[src/shared/fsp_defines.vh]
// Constants of the flash self-program protection block.
// Assumes inclusion by bare name from verilog/fsp_top.v.
`ifndef FSP_DEFINES_VH
`define FSP_DEFINES_VH

// ----------------------------------------------------------------------
// Register byte offsets
// ----------------------------------------------------------------------
`define FSP_OFS_CTRL        8'h00
`define FSP_OFS_LOCK        8'h04
`define FSP_OFS_CONF        8'h08

// ----------------------------------------------------------------------
// Control register fields
// ----------------------------------------------------------------------
`define FSP_CTRL_BUSY       0
`define FSP_CTRL_CLR        1
`define FSP_CTRL_HALT       2

// ----------------------------------------------------------------------
// Lock register fields and reset value
// ----------------------------------------------------------------------
`define FSP_LOCK_APP_LO     0
`define FSP_LOCK_APP_HI     1
`define FSP_LOCK_BOOT_LO    2
`define FSP_LOCK_BOOT_HI    3
`define FSP_LOCK_RST        4'hF

// ----------------------------------------------------------------------
// Config register fields
// ----------------------------------------------------------------------
`define FSP_CONF_FUSE_LSB   0
`define FSP_CONF_BOOT_LSB   16

// ----------------------------------------------------------------------
// Store operation kinds
// ----------------------------------------------------------------------
`define FSP_OP_ERASE        2'h0
`define FSP_OP_WRITE        2'h1
`define FSP_OP_LOCK         2'h2

// ----------------------------------------------------------------------
// AXI responses
// ----------------------------------------------------------------------
`define FSP_RESP_OKAY       2'h0
`define FSP_RESP_SLVERR     2'h2

`endif

[src/verilog/fsp_top.v]
// Flash self-program protection: gates program-memory loads and stores
// by code location and lock fields, stalls the CPU for no-read-while-write
// programming and reports region busy over an AXI4-Lite slave.
// Assumes the CPU and flash array run on mclk_i; fuse pins are asynchronous.
`timescale 1ns/100ps
`include "fsp_defines.vh"

module fsp_top #(
    parameter AW         = 13,
    parameter NO_READ_WHILE_WRITE_REGION_START = 13'h1C00,
    parameter BOOT_SZ0   = 13'h0800,
    parameter BOOT_SZ1   = 13'h0400,
    parameter BOOT_SZ2   = 13'h0200,
    parameter BOOT_SZ3   = 13'h0100
) (
    // Clock, reset, enable
    input  wire          mclk_i,
    input  wire          srst_i,
    input  wire          ce_i,
    // Fuse and external programming
    input  wire [1:0]    boot_size_fuses_i,
    input  wire          chip_erase_i,
    input  wire          ext_lock_we_i,
    input  wire [3:0]    ext_lock_d_i,
    // CPU side
    input  wire [AW-1:0] cpu_pc_i,
    input  wire          ivec_boot_i,
    input  wire          spm_req_i,
    input  wire [1:0]    spm_kind_i,
    input  wire [AW-1:0] spm_addr_i,
    input  wire [3:0]    spm_data_i,
    input  wire          lpm_req_i,
    input  wire [AW-1:0] lpm_addr_i,
    output reg           lpm_ok_o,
    output reg           lpm_deny_o,
    output reg           spm_deny_o,
    output reg           cpu_halt_o,
    output reg           irq_block_o,
    output reg           rww_blocked_o,
    // Flash array side
    output reg           flash_start_o,
    output reg           flash_erase_o,
    output reg  [AW-1:0] flash_addr_o,
    input  wire          flash_done_i,
    // AXI4-Lite slave
    input  wire [7:0]    s_axi_awaddr,
    input  wire          s_axi_awvalid,
    output reg           s_axi_awready,
    input  wire [31:0]   s_axi_wdata,
    input  wire [3:0]    s_axi_wstrb,
    input  wire          s_axi_wvalid,
    output reg           s_axi_wready,
    output reg  [1:0]    s_axi_bresp,
    output reg           s_axi_bvalid,
    input  wire          s_axi_bready,
    input  wire [7:0]    s_axi_araddr,
    input  wire          s_axi_arvalid,
    output reg           s_axi_arready,
    output reg  [31:0]   s_axi_rdata,
    output reg  [1:0]    s_axi_rresp,
    output reg           s_axi_rvalid,
    input  wire          s_axi_rready
);

    // ------------------------------------------------------------------
    // States
    // ------------------------------------------------------------------
    localparam [1:0] ST_IDLE = 2'd0;
    localparam [1:0] ST_RWW  = 2'd1;
    localparam [1:0] ST_NO_READ_WHILE_WRITE_REGION = 2'd2;

    reg [1:0]    state_q;
    reg [1:0]    fuse_m_q;
    reg [1:0]    fuse_q;
    reg [3:0]    lock_q;
    reg          busy_q;
    reg          aw_have_q;
    reg          w_have_q;
    reg [7:0]    aw_addr_q;
    reg [31:0]   w_data_q;
    reg [3:0]    w_strb_q;

    // ------------------------------------------------------------------
    // Region decode
    // ------------------------------------------------------------------
    // Clamping keeps the boot part inside the fixed no-read-while-write
    // region even for a size setting larger than that region.
    function [AW-1:0] boot_start;
        input [1:0] sz;
        reg   [AW-1:0] s;
        begin
            s = {AW{1'b0}};
            case (sz)
                2'd0:    s = {AW{1'b0}} - BOOT_SZ0[AW-1:0];
                2'd1:    s = {AW{1'b0}} - BOOT_SZ1[AW-1:0];
                2'd2:    s = {AW{1'b0}} - BOOT_SZ2[AW-1:0];
                default: s = {AW{1'b0}} - BOOT_SZ3[AW-1:0];
            endcase
            if (s < NO_READ_WHILE_WRITE_REGION_START[AW-1:0])
                s = NO_READ_WHILE_WRITE_REGION_START[AW-1:0];
            boot_start = s;
        end
    endfunction

    wire [AW-1:0] boot_base  = boot_start(fuse_q);
    wire          pc_boot    = (cpu_pc_i >= boot_base);
    wire          spm_boot   = (spm_addr_i >= boot_base);
    wire          lpm_boot   = (lpm_addr_i >= boot_base);
    wire          spm_no_read_while_write_region   = (spm_addr_i >= NO_READ_WHILE_WRITE_REGION_START[AW-1:0]);

    // All four lock fields gate loads and stores: the LO fields stores, the HI fields loads.
    wire app_st_blk  = ~lock_q[`FSP_LOCK_APP_LO];
    wire app_ld_blk  = ~lock_q[`FSP_LOCK_APP_HI];
    wire boot_st_blk = ~lock_q[`FSP_LOCK_BOOT_LO];
    wire boot_ld_blk = ~lock_q[`FSP_LOCK_BOOT_HI];

    wire spm_prog  = (spm_kind_i == `FSP_OP_ERASE) | (spm_kind_i == `FSP_OP_WRITE);
    wire spm_lock  = (spm_kind_i == `FSP_OP_LOCK);
    wire tgt_block = spm_boot ? boot_st_blk : app_st_blk;
    wire spm_go    = spm_req_i & pc_boot & (state_q == ST_IDLE)
                   & spm_prog & ~tgt_block;
    wire spm_lk    = spm_req_i & pc_boot & (state_q == ST_IDLE) & spm_lock;
    wire lpm_blk   = (pc_boot & ~lpm_boot & app_ld_blk)
                   | (~pc_boot & lpm_boot & boot_ld_blk);

    // ------------------------------------------------------------------
    // AXI write decode
    // ------------------------------------------------------------------
    wire aw_take  = s_axi_awvalid & s_axi_awready;
    wire w_take   = s_axi_wvalid & s_axi_wready;
    wire aw_now   = aw_have_q | aw_take;
    wire w_now    = w_have_q | w_take;
    wire [7:0]  wa = aw_have_q ? aw_addr_q : s_axi_awaddr;
    wire [31:0] wd = w_have_q ? w_data_q : s_axi_wdata;
    wire [3:0]  ws = w_have_q ? w_strb_q : s_axi_wstrb;
    wire wr_fire  = aw_now & w_now & ~s_axi_bvalid;
    wire wr_map   = (wa == `FSP_OFS_CTRL) | (wa == `FSP_OFS_LOCK)
                  | (wa == `FSP_OFS_CONF);
    wire sw_clr   = wr_fire & (wa == `FSP_OFS_CTRL) & ws[0] & wd[`FSP_CTRL_CLR];
    wire sw_lock  = wr_fire & (wa == `FSP_OFS_LOCK) & ws[0];

    // ------------------------------------------------------------------
    // Fuse synchroniser
    // ------------------------------------------------------------------
    always @(posedge mclk_i)
    begin
        if (srst_i)
        begin
            fuse_m_q <= 2'h0;
            fuse_q   <= 2'h0;
        end
        else if (ce_i)
        begin
            fuse_m_q <= boot_size_fuses_i;
            fuse_q   <= fuse_m_q;
        end
    end

    // ------------------------------------------------------------------
    // Lock fields
    // ------------------------------------------------------------------
    // Writes can only move bits from 1 to 0; chip erase or reset restores 1.
    always @(posedge mclk_i)
    begin
        if (srst_i)
            lock_q <= `FSP_LOCK_RST;
        else if (ce_i)
        begin
            if (chip_erase_i)
                lock_q <= `FSP_LOCK_RST;
            else
                lock_q <= lock_q
                        & (spm_lk ? spm_data_i : 4'hF)
                        & (ext_lock_we_i ? ext_lock_d_i : 4'hF)
                        & (sw_lock ? wd[3:0] : 4'hF);
        end
    end

    // ------------------------------------------------------------------
    // Programming sequencer
    // ------------------------------------------------------------------
    always @(posedge mclk_i)
    begin
        if (srst_i)
        begin
            state_q       <= ST_IDLE;
            busy_q        <= 1'b0;
            cpu_halt_o    <= 1'b0;
            flash_start_o <= 1'b0;
            flash_erase_o <= 1'b0;
            flash_addr_o  <= {AW{1'b0}};
            spm_deny_o    <= 1'b0;
        end
        else if (ce_i)
        begin
            flash_start_o <= spm_go;
            spm_deny_o    <= spm_req_i & ~spm_go & ~spm_lk;
            if (spm_go)
            begin
                flash_erase_o <= (spm_kind_i == `FSP_OP_ERASE);
                flash_addr_o  <= spm_addr_i;
            end
            // A new operation setting the flag wins over a clear.
            if (spm_go & ~spm_no_read_while_write_region)
                busy_q <= 1'b1;
            else if (sw_clr & (state_q == ST_IDLE))
                busy_q <= 1'b0;
            case (state_q)
                ST_IDLE:
                begin
                    if (spm_go & spm_no_read_while_write_region)
                    begin
                        state_q    <= ST_NO_READ_WHILE_WRITE_REGION;
                        cpu_halt_o <= 1'b1;
                    end
                    else if (spm_go)
                        state_q <= ST_RWW;
                end
                ST_RWW:
                begin
                    if (flash_done_i)
                        state_q <= ST_IDLE;
                end
                ST_NO_READ_WHILE_WRITE_REGION:
                begin
                    if (flash_done_i)
                    begin
                        state_q    <= ST_IDLE;
                        cpu_halt_o <= 1'b0;
                    end
                end
                default:
                begin
                    state_q    <= ST_IDLE;
                    cpu_halt_o <= 1'b0;
                end
            endcase
        end
    end

    // ------------------------------------------------------------------
    // CPU answers
    // ------------------------------------------------------------------
    always @(posedge mclk_i)
    begin
        if (srst_i)
        begin
            lpm_ok_o      <= 1'b0;
            lpm_deny_o    <= 1'b0;
            irq_block_o   <= 1'b0;
            rww_blocked_o <= 1'b0;
        end
        else if (ce_i)
        begin
            lpm_ok_o      <= lpm_req_i & ~lpm_blk;
            lpm_deny_o    <= lpm_req_i & lpm_blk;
            irq_block_o   <= (ivec_boot_i & ~pc_boot & app_ld_blk)
                           | (~ivec_boot_i & pc_boot & boot_ld_blk);
            rww_blocked_o <= busy_q;
        end
    end

    // ------------------------------------------------------------------
    // AXI write channel
    // ------------------------------------------------------------------
    always @(posedge mclk_i)
    begin
        if (srst_i)
        begin
            aw_have_q     <= 1'b0;
            w_have_q      <= 1'b0;
            aw_addr_q     <= 8'h00;
            w_data_q      <= 32'h0000_0000;
            w_strb_q      <= 4'h0;
            s_axi_awready <= 1'b0;
            s_axi_wready  <= 1'b0;
            s_axi_bvalid  <= 1'b0;
            s_axi_bresp   <= `FSP_RESP_OKAY;
        end
        else if (ce_i)
        begin
            if (aw_take)
                aw_addr_q <= s_axi_awaddr;
            if (w_take)
            begin
                w_data_q <= s_axi_wdata;
                w_strb_q <= s_axi_wstrb;
            end
            if (wr_fire)
            begin
                aw_have_q    <= 1'b0;
                w_have_q     <= 1'b0;
                s_axi_bvalid <= 1'b1;
                s_axi_bresp  <= wr_map ? `FSP_RESP_OKAY : `FSP_RESP_SLVERR;
            end
            else
            begin
                aw_have_q <= aw_now;
                w_have_q  <= w_now;
                if (s_axi_bvalid & s_axi_bready)
                    s_axi_bvalid <= 1'b0;
            end
            s_axi_awready <= ~aw_now & ~wr_fire & ~s_axi_awready;
            s_axi_wready  <= ~w_now & ~wr_fire & ~s_axi_wready;
        end
    end

    // ------------------------------------------------------------------
    // AXI read channel
    // ------------------------------------------------------------------
    always @(posedge mclk_i)
    begin
        if (srst_i)
        begin
            s_axi_arready <= 1'b0;
            s_axi_rvalid  <= 1'b0;
            s_axi_rdata   <= 32'h0000_0000;
            s_axi_rresp   <= `FSP_RESP_OKAY;
        end
        else if (ce_i)
        begin
            s_axi_arready <= ~s_axi_arready & ~s_axi_rvalid & s_axi_arvalid;
            if (s_axi_arvalid & s_axi_arready)
            begin
                s_axi_rvalid <= 1'b1;
                s_axi_rresp  <= `FSP_RESP_OKAY;
                s_axi_rdata  <= 32'h0000_0000;
                case (s_axi_araddr)
                    `FSP_OFS_CTRL:
                    begin
                        s_axi_rdata[`FSP_CTRL_BUSY] <= busy_q;
                        s_axi_rdata[`FSP_CTRL_HALT] <= cpu_halt_o;
                    end
                    `FSP_OFS_LOCK:
                        s_axi_rdata[3:0] <= lock_q;
                    `FSP_OFS_CONF:
                    begin
                        s_axi_rdata[`FSP_CONF_FUSE_LSB+1:`FSP_CONF_FUSE_LSB] <= fuse_q;
                        s_axi_rdata[`FSP_CONF_BOOT_LSB+AW-1:`FSP_CONF_BOOT_LSB]
                            <= boot_base;
                    end
                    default:
                        s_axi_rresp <= `FSP_RESP_SLVERR;
                endcase
            end
            else if (s_axi_rvalid & s_axi_rready)
                s_axi_rvalid <= 1'b0;
        end
    end

endmodule // fsp_top

[config.mk]
export PLATFORM = sky130hd
export DESIGN_NAME = fsp_top
export DESIGN_NICKNAME = d
export VERILOG_FILES = /design/src/verilog/fsp_top.v
export VERILOG_INCLUDE_DIRS = /design/src /design/src/shared
export SDC_FILE = /design/constraint.sdc
export NUM_CORES = 1
export LEC_CHECK = 0
export BUFFER_PORTS_ARGS = -buffer_cell sky130_fd_sc_hd__buf_2
export CAP_MARGIN = 25
export CORE_ASPECT_RATIO = 1.4
export CORE_MARGIN = 3
export CORE_UTILIZATION = 40
export CTS_BUF_LIST = sky130_fd_sc_hd__clkbuf_8 sky130_fd_sc_hd__clkbuf_16
export DETAILED_ROUTE_END_ITERATION = 10
export PLACE_DENSITY = 0.86
export SLEW_MARGIN = 20
export SYNTH_ARGS = -nofsm -noshare
export SYNTH_HDL_FRONTEND = slang
export SYNTH_SLANG_ARGS = --single-unit
[constraint.sdc]
create_clock -name mclk_i -period 2.49 [get_ports mclk_i]
set_input_delay 0.3735 -clock mclk_i [delete_from_list [all_inputs] [get_ports mclk_i]]
set_output_delay 0.3735 -clock mclk_i [all_outputs]
set_load 0.05 [all_outputs]
# Yosys cells after proc, flatten, opt, wreduce, memory -nomap -nowiden
# Cells that the tools add are included.
# totals
register_bits	73
input_bits	117
output_inout_bits	62
word_cells	167
# op_classes
n_lt_le_gt_ge	5
n_eq_ne	14
n_mux	32
bitwise	69
n_reduce_logical	20
# op_table
operator	count
$ge 13x13->1	3
$and 1x1->1	38
$pmux 11 s3	1
$mux 13	2
$not 1->1	21
$mux 4	5
$eq 8x3->1 const B	2
$eq 8x4->1 const B	2
$logic_not 8->1	2
$reduce_and 2->1	8
$ge 13x13->1 const B	1
$lt 13x13->1 const B	1
$mux 1	13
$and 4x4->4	3
$mux 2	5
$mux 8	1
$or 1x1->1	7
$eq 2x1->1 const B	3
$eq 2x2->1 const B	3
$logic_not 2->1	3
$pmux 1 s3	2
$reduce_bool 2->1	3
$ne 2x1->1 const B	2
$pmux 1 s2	2
7 further kinds	7

# Depth between registers and ports, before layout
# Gate-level depths: netlist (run 1).
# logic_depth
depth_word	13
depth_mapped	13
mapped_depth_nobuf	12

# Worst setup path before layout (run 1)
# OpenSTA, ideal clock, no wires.
# synth_path
path_kind	register to register
start	register fuse_q[0]
end	register flash_addr_o[10]
setup_ns	0.128
t_arrival_ns	2.588
required_ns	2.362
slack_ns	-0.226
stages_incl_launch_ff	14
path_buffers	1
synth_period_minus_slack_ns	2.716
path_cell_list	dfxtp_1 inv_1 ha_1 nor2_1 a21o_1 inv_1 ha_1 and2_1 and3_1 o311a_1 o2111ai_4 buf_6 mux2i_1 nor2_1
# synth_via
elab_chain_cells	10
elab_cells_between_ends	15
# synth_rtl
item	line	text
start: declaration	fsp_top.v:74	reg [1:0] fuse_q;
start signal: assignment	fsp_top.v:155	fuse_q <= fuse_m_q;
$eq 2x2->1 (tied with other cells)	fsp_top.v:93	case (sz)
$pmux 11 s3 *	fsp_top.v:93	
$lt 13x13->1	fsp_top.v:99	if (s < NO_READ_WHILE_WRITE_REGION_START[AW-1:0])
$mux 13 *	fsp_top.v:99	
$ge 13x13->1	fsp_top.v:106	wire pc_boot = (cpu_pc_i >= boot_base);
$and 1x1->1 (2 in series)	fsp_top.v:120	wire spm_go = spm_req_i & pc_boot & (state_q == ST_IDLE)
$and 1x1->1	fsp_top.v:121	& spm_prog & ~tgt_block;
$and 1x1->1 *	fsp_top.v:121	
$reduce_and 2->1 (no source line) *	n/a	
end signal: assignment	fsp_top.v:191	flash_addr_o <= {AW{1'b0}};
end signal: assignment	fsp_top.v:201	flash_addr_o <= spm_addr_i;
end: declaration	fsp_top.v:43	output reg [AW-1:0] flash_addr_o,
# Every way passes the cells marked *; elsewhere a longest branch is shown, timed or not.
# A chain may end at the register's enable or synchronous reset.

# Worst setup path after layout (run 1)
# layout_path
start	register fuse_q[0]
end	register state_q[0]
# layout_via
elab_chain_cells	12
elab_cells_between_ends	19
# layout_rtl
item	line	text
$eq 2x2->1 (tied with other cells)	fsp_top.v:93	
$pmux 11 s3 *	fsp_top.v:93	
$lt 13x13->1	fsp_top.v:99	
$mux 13 *	fsp_top.v:99	
$ge 13x13->1	fsp_top.v:106	
$and 1x1->1 (2 in series)	fsp_top.v:120	
$and 1x1->1	fsp_top.v:121	
$and 1x1->1 *	fsp_top.v:121	
$and 1x1->1	fsp_top.v:211	if (spm_go & spm_no_read_while_write_region)
$ne 3x2->1 (no source line) / $mux 2 (equally long branches)	n/a	
$reduce_and 3->1 (no source line) / $pmux 2 s2 (equally long branches)	n/a	
end signal: assignment	fsp_top.v:213	state_q <= ST_NO_READ_WHILE_WRITE_REGION;
end signal: assignment	fsp_top.v:217	state_q <= ST_RWW;
end signal: assignment	fsp_top.v:222	state_q <= ST_IDLE;
end: declaration	fsp_top.v:72	reg [1:0] state_q;
# Marked as above.

==> impl_metrics.env, run 1 <==
export IMPL_outcome="finished, violations left"
export IMPL_violations="setup timing"
export IMPL_p_leak_nw=2.108
export IMPL_vdd_drop_max_mv=0.2880
export IMPL_dp_cells=587
export IMPL_hpwl_mm=7.168
export IMPL_met1_length_mm=3.371
export IMPL_wirelength_mm=9.597
export IMPL_grt_pass1_vias=3259
export IMPL_grt_max_degree=27
export IMPL_multi_input_area_um2=1859
export IMPL_max_freq_mhz=371.0
export IMPL_layout_commonest_cell="buf_2"
export IMPL_required_ps=2750
export IMPL_startpoint_type="register"
export IMPL_cts_tree="yes"
export IMPL_min_period_ps=2695
export IMPL_dr_pass1_iters=5
export IMPL_syn_cell_area_um2=3203
export IMPL_drc=0
export IMPL_fin_cells=615
export IMPL_cp_end_kind="register"
export IMPL_yosys_register_bits=61
export IMPL_syn_avg_cell_area_um2=8.752
export IMPL_synth_edf_count=0
export IMPL_synth_cells=366
export IMPL_grt_first_pass_wirelength_mm=14.79
export IMPL_placed_area_um2=3919
export IMPL_globalplace_congestion=0.7895
export IMPL_h_tree_depth=3
export IMPL_cp_arrival_ps=2960
export IMPL_overflow=0
export IMPL_synth_async_reset_ratio_pct=0
export IMPL_num_vias=3225
export IMPL_worstMarginPinSlew_ps=698.2
export IMPL_ys_seq_area_share_pct=38.13
export IMPL_drive_gt1_share_pct=39.22
export IMPL_ys_warn_count=0
export IMPL_n_antenna_cell=0
export IMPL_setup_ws_ps=-205.3
export IMPL_critPathMaxFanout=5
export IMPL_fillers=671
export IMPL_fin_skew_ps=7.303
export IMPL_seq_area_um2=1224
export IMPL_cap_violations=0
export IMPL_highest_layer="met4"
export IMPL_route_met2_wl_mm=5.213
export IMPL_die_area_um2=9133
export IMPL_numCtsBuffers=9
export IMPL_fin_crit_sh_pct=108.2
export IMPL_worst_setup_path_type="register to register"
export IMPL_maxSlewViolCount=0
export IMPL_setup_violations=24
export IMPL_finalInstanceArea_um2=4323
export IMPL_yosys_most_used_dff="dfxtp_1"
export IMPL_die_h_um=111.9
export IMPL_clk_pin_slew_ps=70
export IMPL_port_buffers=122
export IMPL_vias_per_cell=5.244
export IMPL_rsz0062_at_grt="true"
export IMPL_layout_common_cells="122 x buf_2, 59 x dfxtp_1, 52 x nor2_1"
export IMPL_clockBufferDepth=2
export IMPL_area_growth_pct=34.96
export IMPL_coreArea_um2=7750
export IMPL_cts_hold_buf=0
export IMPL_hold_path_class="input port to register"
export IMPL_die_x_um=81.63
export IMPL_wire_per_inst_um=15.60
export IMPL_drt_initial_drc_count=130
export IMPL_cts_root_buf="clkbuf_8"
export IMPL_nNetsFinal=639
export IMPL_whs_ps=277.0
export IMPL_max_slew_margin_pct=52.80
export IMPL_cts_sinks=61
export IMPL_antenna_found_initial=0
export IMPL_finalSetupTns_ps=-2748
export IMPL_p_per_area_nw_per_um2=523.7
export IMPL_wl_met3_um=712
export IMPL_ioPinCount=179
export IMPL_rows=38
export IMPL_hold_viol=0
export IMPL_clk_insertion_delay_late_ps=340
export IMPL_drtAntennaViolNets=0
export IMPL_initial_core_util_pct=41.33
export IMPL_grt_usage_pct=20.91
export IMPL_yosysUniqueCellTypes=55
## layout make-up
class	instances	area share, %
repair buffers	151	20.09
well taps	100	2.894
flip-flops and latches	61	28.31
clock inverters	3	0.2605
clock buffers	13	4.139
inverters	15	1.302
multi-input cells	272	43.01
## cells in the mapped netlist (5+ instances only)
cell type	instances	area share, %
a21oi_1	22	3.4
mux2i_1	28	8.8
inv_1	15	1.8
nand2_1	37	4.3
ha_1	12	4.7
nor3_1	5	0.78
dfxtp_1	61	38
mux2_2	5	1.8
buf_4	27	6.3
nand3_1	5	0.78
clkbuf_1	11	1.3
nor2_1	55	6.4
nor4_1	5	0.98
## flip-flops by register name, indices dropped and copies added, names as in the netlist, 2 cells and up
name,cells
flash_addr_o,13
aw_addr_q,8
s_axi_rdata,7
lock_q,4
w_data_q,4
fuse_m_q,2
fuse_q,2
state_q,2
## metal layers
layer	GRT usage (%)	up-vias
li1	-	1533
met4	11.31	0
met3	5.097	30
met2	38.47	141
met1	20.65	1521
met5	0	-
## power breakdown
group          switching, mW  internal [mW]  total [mW]
clock                  0.365          0.460       0.824
sequential            0.0230          0.999        1.02
combinational          0.267          0.151       0.418
## cell families (layout without fill, tap and decap cells)
| logic type | after synthesis | in the layout | share of synthesized area, % |
|---|---|---|---|
| compound gates | 65 | 65 | 14.49 |
| fa+ha+maj | 12 | 12 | 4.687 |
| buf+inv | 57 | 182 | 10.35 |
| flops | 61 | 61 | 38.12 |
| mux | 34 | 34 | 10.86 |
| other cells | 1 | 25 | 0.1171 |
| simple gates | 136 | 136 | 21.37 |
## final timing paths
kind | slack (ps) | start | end | depth (start not counted)
max | -210 | fuse_q[0]$_SDFFE_PP0P_ | state_q[0]$_SDFFE_PP0P_ | 13
min reg2reg | 450 | flash_erase_o$_SDFFE_PP0P_ | flash_erase_o$_SDFFE_PP0P_ | 2
max reg2reg | -210 | fuse_q[0]$_SDFFE_PP0P_ | state_q[0]$_SDFFE_PP0P_ | 13
min | 280 | spm_addr_i[10] | flash_addr_o[10]$_SDFFE_PP0P_ | 3
## worst max-delay path, cell delays in order, from the launching register on
cell and delay [ps]:
dfxtp_2 330, inv_2 50, buf_4 130, ha_4 140, a21o_1 190, inv_2 110, ha_1 250, nor2b_1 140
a311oi_2 390, nor2_4 90, buf_4 150, o211a_4 150, or3_1 330, a31oi_1 150
## timing repair
| action | 4_1_cts | 5_1_grt |
|---|---|---|
| pin swaps | 13 | 11 |
| setup buffers | 7 | 6 |
| setup endpoints to repair | 27 | 27 |
| gates resized for setup | 18 | 7 |
| gates cloned | 0 | 0 |
## stage by stage
stage | worst slack [ps] | util, % | power, mW
after floorplan | -154.5 | - | 1.318
after global placement | -142.5 | 50.57 | 1.414
after detailed placement | -250.6 | 50.57 | 1.426
after CTS | -150.7 | 55.02 | 2.265
after global routing | -352.1 | 55.78 | 2.359
final | -205.3 | 55.78 | 2.264
No activity file was read; power rests on OpenSTA's default activity.
==> run 2, diff against run 1 <==
CELL_PAD_IN_SITES_DETAIL_PLACEMENT = 1   (was unset)
CELL_PAD_IN_SITES_GLOBAL_PLACEMENT = 2   (was unset)
CORE_MARGIN = 4   (was 3)
CORE_UTILIZATION = 24   (was 40)
PLACE_DENSITY = 0.9   (was 0.86)
clock period = 3 ns   (was 2.49 ns; I/O delays follow)
==> impl_metrics.env, run 2 (synthesis results as in run 1) <==
export IMPL_min_period_ps=2872
export IMPL_layout_common_cells="122 x buf_2, 61 x dfxtp_1, 55 x nor2_1"
export IMPL_cts_sinks=61
export IMPL_multi_input_area_um2=1795
export IMPL_sw_frac_of_total_pct=27.37
export IMPL_drc=0
export IMPL_hold_path_class="input port to register"
export IMPL_grt_max_degree=36
export IMPL_fin_crit_sh_pct=95.75
export IMPL_required_ps=3180
export IMPL_die_h_um=144.7
export IMPL_grt_pass1_vias=3252
export IMPL_critPathMaxStageDelay_ps=350
export IMPL_nNetsFinal=625
export IMPL_p_leak_nw=2.052
export IMPL_regMostFlops="flash_addr_o"
export IMPL_antenna_found_initial=1
export IMPL_drive_gt1_share_pct=34.60
export IMPL_die_area_um2=15280
export IMPL_setup_violations=0
export IMPL_num_vias=3082
export IMPL_setup_ws_ps=127.5
export IMPL_h_tree_depth=3
export IMPL_overflow=0
export IMPL_wirelength_mm=10.37
export IMPL_worstMarginPinSlew_ps=729.7
export IMPL_hpwl_mm=8.191
export IMPL_layout_commonest_cell="buf_2"
export IMPL_critPathMaxFanout=7
export IMPL_wl_met3_um=779
export IMPL_cts_root_buf="clkbuf_16"
export IMPL_area_growth_pct=34.49
export IMPL_rows=49
export IMPL_vdd_drop_max_mv=0.2472
export IMPL_startpoint_type="register"
export IMPL_grt_first_pass_wirelength_mm=16.09
export IMPL_p_per_area_nw_per_um2=496.8
export IMPL_coreArea_um2=12940
export IMPL_cap_violations=0
export IMPL_hold_viol=0
export IMPL_die_x_um=105.6
export IMPL_clockBufferDepth=2
export IMPL_outcome="finished, final reports clean"
export IMPL_max_freq_mhz=348.1
export IMPL_port_buffers=122
export IMPL_power_frac_comb_pct=15.3
export IMPL_highest_layer="met4"
export IMPL_max_slew_margin_pct=50.67
export IMPL_cp_arrival_ps=3050
export IMPL_whs_ps=368.5
export IMPL_numCtsBuffers=9
export IMPL_met1_length_mm=3.976
export IMPL_vias_per_cell=4.539
export IMPL_drtAntennaViolNets=0
export IMPL_ioPinCount=179
export IMPL_fillers=1545
export IMPL_fin_skew_ps=5.287
export IMPL_cp_end_kind="register"
export IMPL_cts_hold_buf=0
export IMPL_grt_usage_pct=13.28
export IMPL_dpl_worst_slack_ps=-26.48
export IMPL_route_met2_wl_mm=5.431
export IMPL_top_regs="flash_addr_o (13), aw_addr_q (8), s_axi_rdata (7)"
export IMPL_largest_reg_flops=13
export IMPL_initial_core_util_pct=24.76
export IMPL_clk_insertion_delay_late_ps=320
export IMPL_drt_initial_drc_count=95
export IMPL_finalSetupTns_ps=0
export IMPL_cp_cell_sequence="inv_1 > ha_1 > nor2_1 > a21o_1 > inv_2 > ha_1 > and2_1 > and3_1 > o311a_1 > o2111ai_4 > buf_6 > mux2i_1 > nor2_1"
export IMPL_clk_pin_slew_ps=50
export IMPL_dr_pass1_iters=4
export IMPL_worst_setup_path_type="register to register"
export IMPL_cts_tree="yes"
export IMPL_wire_per_inst_um=15.27
export IMPL_cp_slowest_cell="o311a_1"
export IMPL_p_int_mw=1.555
export IMPL_seq_area_um2=1221
export IMPL_maxSlewViolCount=0
export IMPL_globalplace_congestion=0.7674
export IMPL_clock_power_share_pct=45.1
export IMPL_power_frac_seq_pct=39.7
export IMPL_p_switching_mw=0.5857
-- run 2: cell types whose count changed in the layout (fill, tap and decap cells not counted), moves of 2 or more --
cell,delta
dfxtp_1,+2
nor2_1,+3
inv_2,-2
ha_4,-2
ha_1,+2
buf_12,-2
clkbuf_8,-10
nor2_2,-3
dfxtp_2,-2
clkbuf_16,+9
buf_4,-11
-- run 2: path summary, 6_finish.rpt --
check | start | end | slack, ps | cells past startpoint
setup / recovery | fuse_q[0]$_SDFFE_PP0P_ | flash_addr_o[7]$_SDFFE_PP0P_ | 130 | 13
hold reg to reg | s_axi_rdata[3]$_SDFFE_PP0P_ | s_axi_rdata[3]$_SDFFE_PP0P_ | 460 | 2
hold / removal | boot_size_fuses_i[1] | fuse_m_q[1]$_SDFFE_PP0P_ | 370 | 3
setup reg to reg | fuse_q[0]$_SDFFE_PP0P_ | flash_addr_o[7]$_SDFFE_PP0P_ | 130 | 13
-- run 2: final cells by class --
class	instances	area share [%]
Antenna cell	1	0.05809
Clock buffer	12	6.186
Clock inverter	3	0.2904
Inverter	15	1.307
Multi-Input combinational cell	272	41.68
Sequential cell	61	28.35
Tap cell	178	5.170
Timing Repair Buffer	137	16.96
-- run 2: routing by layer --
metal  vias to the layer above  global-route usage (%)
li1                       1497                       -
met1                      1474                   14.06
met2                        98                   24.46
met3                        13                   4.350
met4                         0                   5.116
met5                         -                       0
-- run 2: power groups by stage --
stage | clock network, mW | registers (mW) | logic, mW
4_1_cts | 0.995 | 0.849 | 0.317
6_report | 0.964 | 0.849 | 0.327
3_3_place_gp | 0 | 0.864 | 0.307
3_5_place_dp | 0 | 0.866 | 0.315
2_1_floorplan | 0 | 0.886 | 0.204
5_1_grt | 1.02 | 0.851 | 0.356
-- run 2: what timing repair did --
action                     CTS  global route
pin swaps                    0             4
gates resized for setup      1            10
setup buffers                0             5
setup endpoints to repair    8            15
-- run 2: through the flow --
step                total power, mW  util (%)  std cells  cell area, um^2
floorplan                     1.091         -        390             3293
global route                  2.229     33.30        679             4308
global placement              1.171     30.35        658             3926
finish                        2.140     33.30        679             4308
detailed placement            1.181     30.35        658             3926
CTS                           2.162     32.55        673             4210
-- run 2: critical path, delay by kind of cell (launching register included) --
kind            cells  cell delay [ps]
compound gates      3              770
fa+ha+maj           2              600
simple gates        4              490
flops               1              340
buf+inv             3              340
mux                 1              190
==> run 3, diff against run 2 <==
CORE_UTILIZATION = 26   (was 24)
HOLD_SLACK_MARGIN = 0.03   (was unset)
PLACE_DENSITY = 0.95   (was 0.9)
clock period = 3.5 ns   (was 3 ns; I/O delays follow)
==> impl_metrics.env, run 3 (synthesis results as in run 1) <==
export IMPL_outcome="finished, final reports clean"
export IMPL_hpwl_mm=7.846
export IMPL_cap_violations=0
export IMPL_wire_per_inst_um=15.24
export IMPL_overflow=0
export IMPL_coreArea_um2=11940
export IMPL_max_freq_mhz=319.8
export IMPL_p_per_area_nw_per_um2=432.0
export IMPL_die_x_um=101.8
export IMPL_hold_start="boot_size_fuses_i[1]"
export IMPL_worst_path_stages=13
export IMPL_num_vias=3010
export IMPL_cts_root_buf="clkbuf_16"
export IMPL_clockBufferDepth=2
export IMPL_regMostFlops="flash_addr_o"
export IMPL_grt_first_pass_wirelength_mm=15.21
export IMPL_reg2reg_depth=13
export IMPL_fin_skew_ps=9.310
export IMPL_clk_pin_slew_ps=50
export IMPL_ioPinCount=179
export IMPL_cp_end_kind="register"
export IMPL_layout_common_cells="122 x buf_2, 61 x dfxtp_1, 55 x nor2_1"
export IMPL_worst_setup_path_type="register to register"
export IMPL_hold_path_class="input port to register"
export IMPL_area_growth_pct=28.98
export IMPL_min_period_ps=3127
export IMPL_port_buffers=122
export IMPL_path_buf_inv=3
export IMPL_cts_tree="yes"
export IMPL_globalplace_congestion=0.7945
export IMPL_critPathMaxFanout=9
export IMPL_grt_use_met1_pct=14.33
export IMPL_required_ps=3690
export IMPL_cts_hold_buf=0
export IMPL_critPathMaxStageDelay_ps=560
export IMPL_n_antenna_cell=0
export IMPL_die_h_um=139.3
export IMPL_grt_pass1_vias=3165
export IMPL_drive_gt1_share_pct=32.52
export IMPL_h_tree_depth=3
export IMPL_hold_viol=0
export IMPL_p_leak_nw=1.987
export IMPL_finalSetupTns_ps=0
export IMPL_top_usage_layer="met2"
export IMPL_startpoint_type="register"
export IMPL_drc=0
export IMPL_cp_cell_sequence="inv_1 > ha_1 > nor2_1 > a21o_1 > inv_1 > ha_1 > nor4bb_1 > a311oi_1 > nor2_2 > o2111ai_4 > buf_4 > mux2i_1 > nor2_1"
export IMPL_top_regs="flash_addr_o (13), aw_addr_q (8), s_axi_rdata (7)"
export IMPL_cts_sinks=61
export IMPL_die_area_um2=14180
export IMPL_fin_cells=639
export IMPL_vdd_drop_max_mv=0.1728
export IMPL_nNetsFinal=617
export IMPL_dp_cells=624
export IMPL_final_util_pct=34.61
export IMPL_drtAntennaViolNets=0
export IMPL_holdPathStages=3
export IMPL_clk_insertion_delay_late_ps=330
export IMPL_setup_violations=0
export IMPL_initial_core_util_pct=26.83
export IMPL_dr_pass1_iters=4
export IMPL_rows=47
export IMPL_cp_slowest_cell="a311oi_1"
export IMPL_cp_arrival_ps=3320
export IMPL_maxSlewViolCount=0
export IMPL_cts_setup_buffers=0
export IMPL_grt_max_degree=36
export IMPL_drt_initial_drc_count=72
export IMPL_timing_rr_start="fuse_q[1]$_SDFFE_PP0P_"
export IMPL_rsz0062_at_grt="false"
export IMPL_layout_commonest_cell="buf_2"
export IMPL_numCtsBuffers=9
export IMPL_worstMarginPinSlew_ps=753.3
export IMPL_crit_start="fuse_q[1]$_SDFFE_PP0P_"
export IMPL_largest_reg_flops=13
export IMPL_path_delay_family="compound AO/OA/AOI/OAI gates"
export IMPL_grt_usage_pct=13.70
export IMPL_wirelength_mm=9.739
export IMPL_use_met2_pct=24.52
export IMPL_power_total_mw=1.785
export IMPL_fin_crit_sh_pct=89.33
export IMPL_antenna_found_initial=0
export IMPL_vias_per_cell=4.710
export IMPL_cts_resized=0
export IMPL_grt_use_met3_pct=4.156
export IMPL_max_slew_margin_pct=49.07
run 3: cell types whose count changed in the layout (fill, tap and decap cells not counted), moves of 2 or more:
cell,previous run,this run
buf_4,13,7
buf_6,2,0
clkinv_2,1,4
clkbuf_8,3,1
run 3: worst paths after layout:
check,to,slack [ps]
worst max-delay path,flash_addr_o[6]$_SDFFE_PP0P_,370
worst max register to register,flash_addr_o[6]$_SDFFE_PP0P_,370
worst min register to register,flash_erase_o$_SDFFE_PP0P_,450
worst min-delay path,fuse_m_q[1]$_SDFFE_PP0P_,440
run 3: tightest hold or removal path, delay by kind of cell:
kind | cells | cell delay (ps)
buffers and inverters | 1 | 80
muxes | 1 | 50
and+or+nand+nor | 1 | 70
run 3: final cells by class:
cell class / count / area (um^2)
clock buffer: 10 / 239.0
timing repair buffer: 129 / 663.1
fill: 1460 / 7806
multi-input combinational: 272 / 1740
sequential: 61 / 1221
inverter: 15 / 56.30
tap: 147 / 183.9
clock inverter: 5 / 27.53
run 3: metal layers:
layer	wire [um]	vias up
met2	5138	106
li1	-	1482
met1	3586	1403
met3	806	19
met4	208	0
met5	0	-
run 3: report_power, final:
group | switching (mW) | total (mW) | internal (mW)
Combinational | 0.179 | 0.264 | 0.0859
Clock | 0.305 | 0.793 | 0.488
Sequential | 0.0163 | 0.728 | 0.711
run 3: stage by stage:
step	setup WS [ps]	cell area [um^2]	hold slack (ps)
floorplan	784.1	3293	436.0
global placement	465.8	3865	442.8
detailed placement	358.9	3865	444.1
CTS	339.7	4131	436.8
global route	130.9	4131	451.5
finish	373.5	4131	438.9
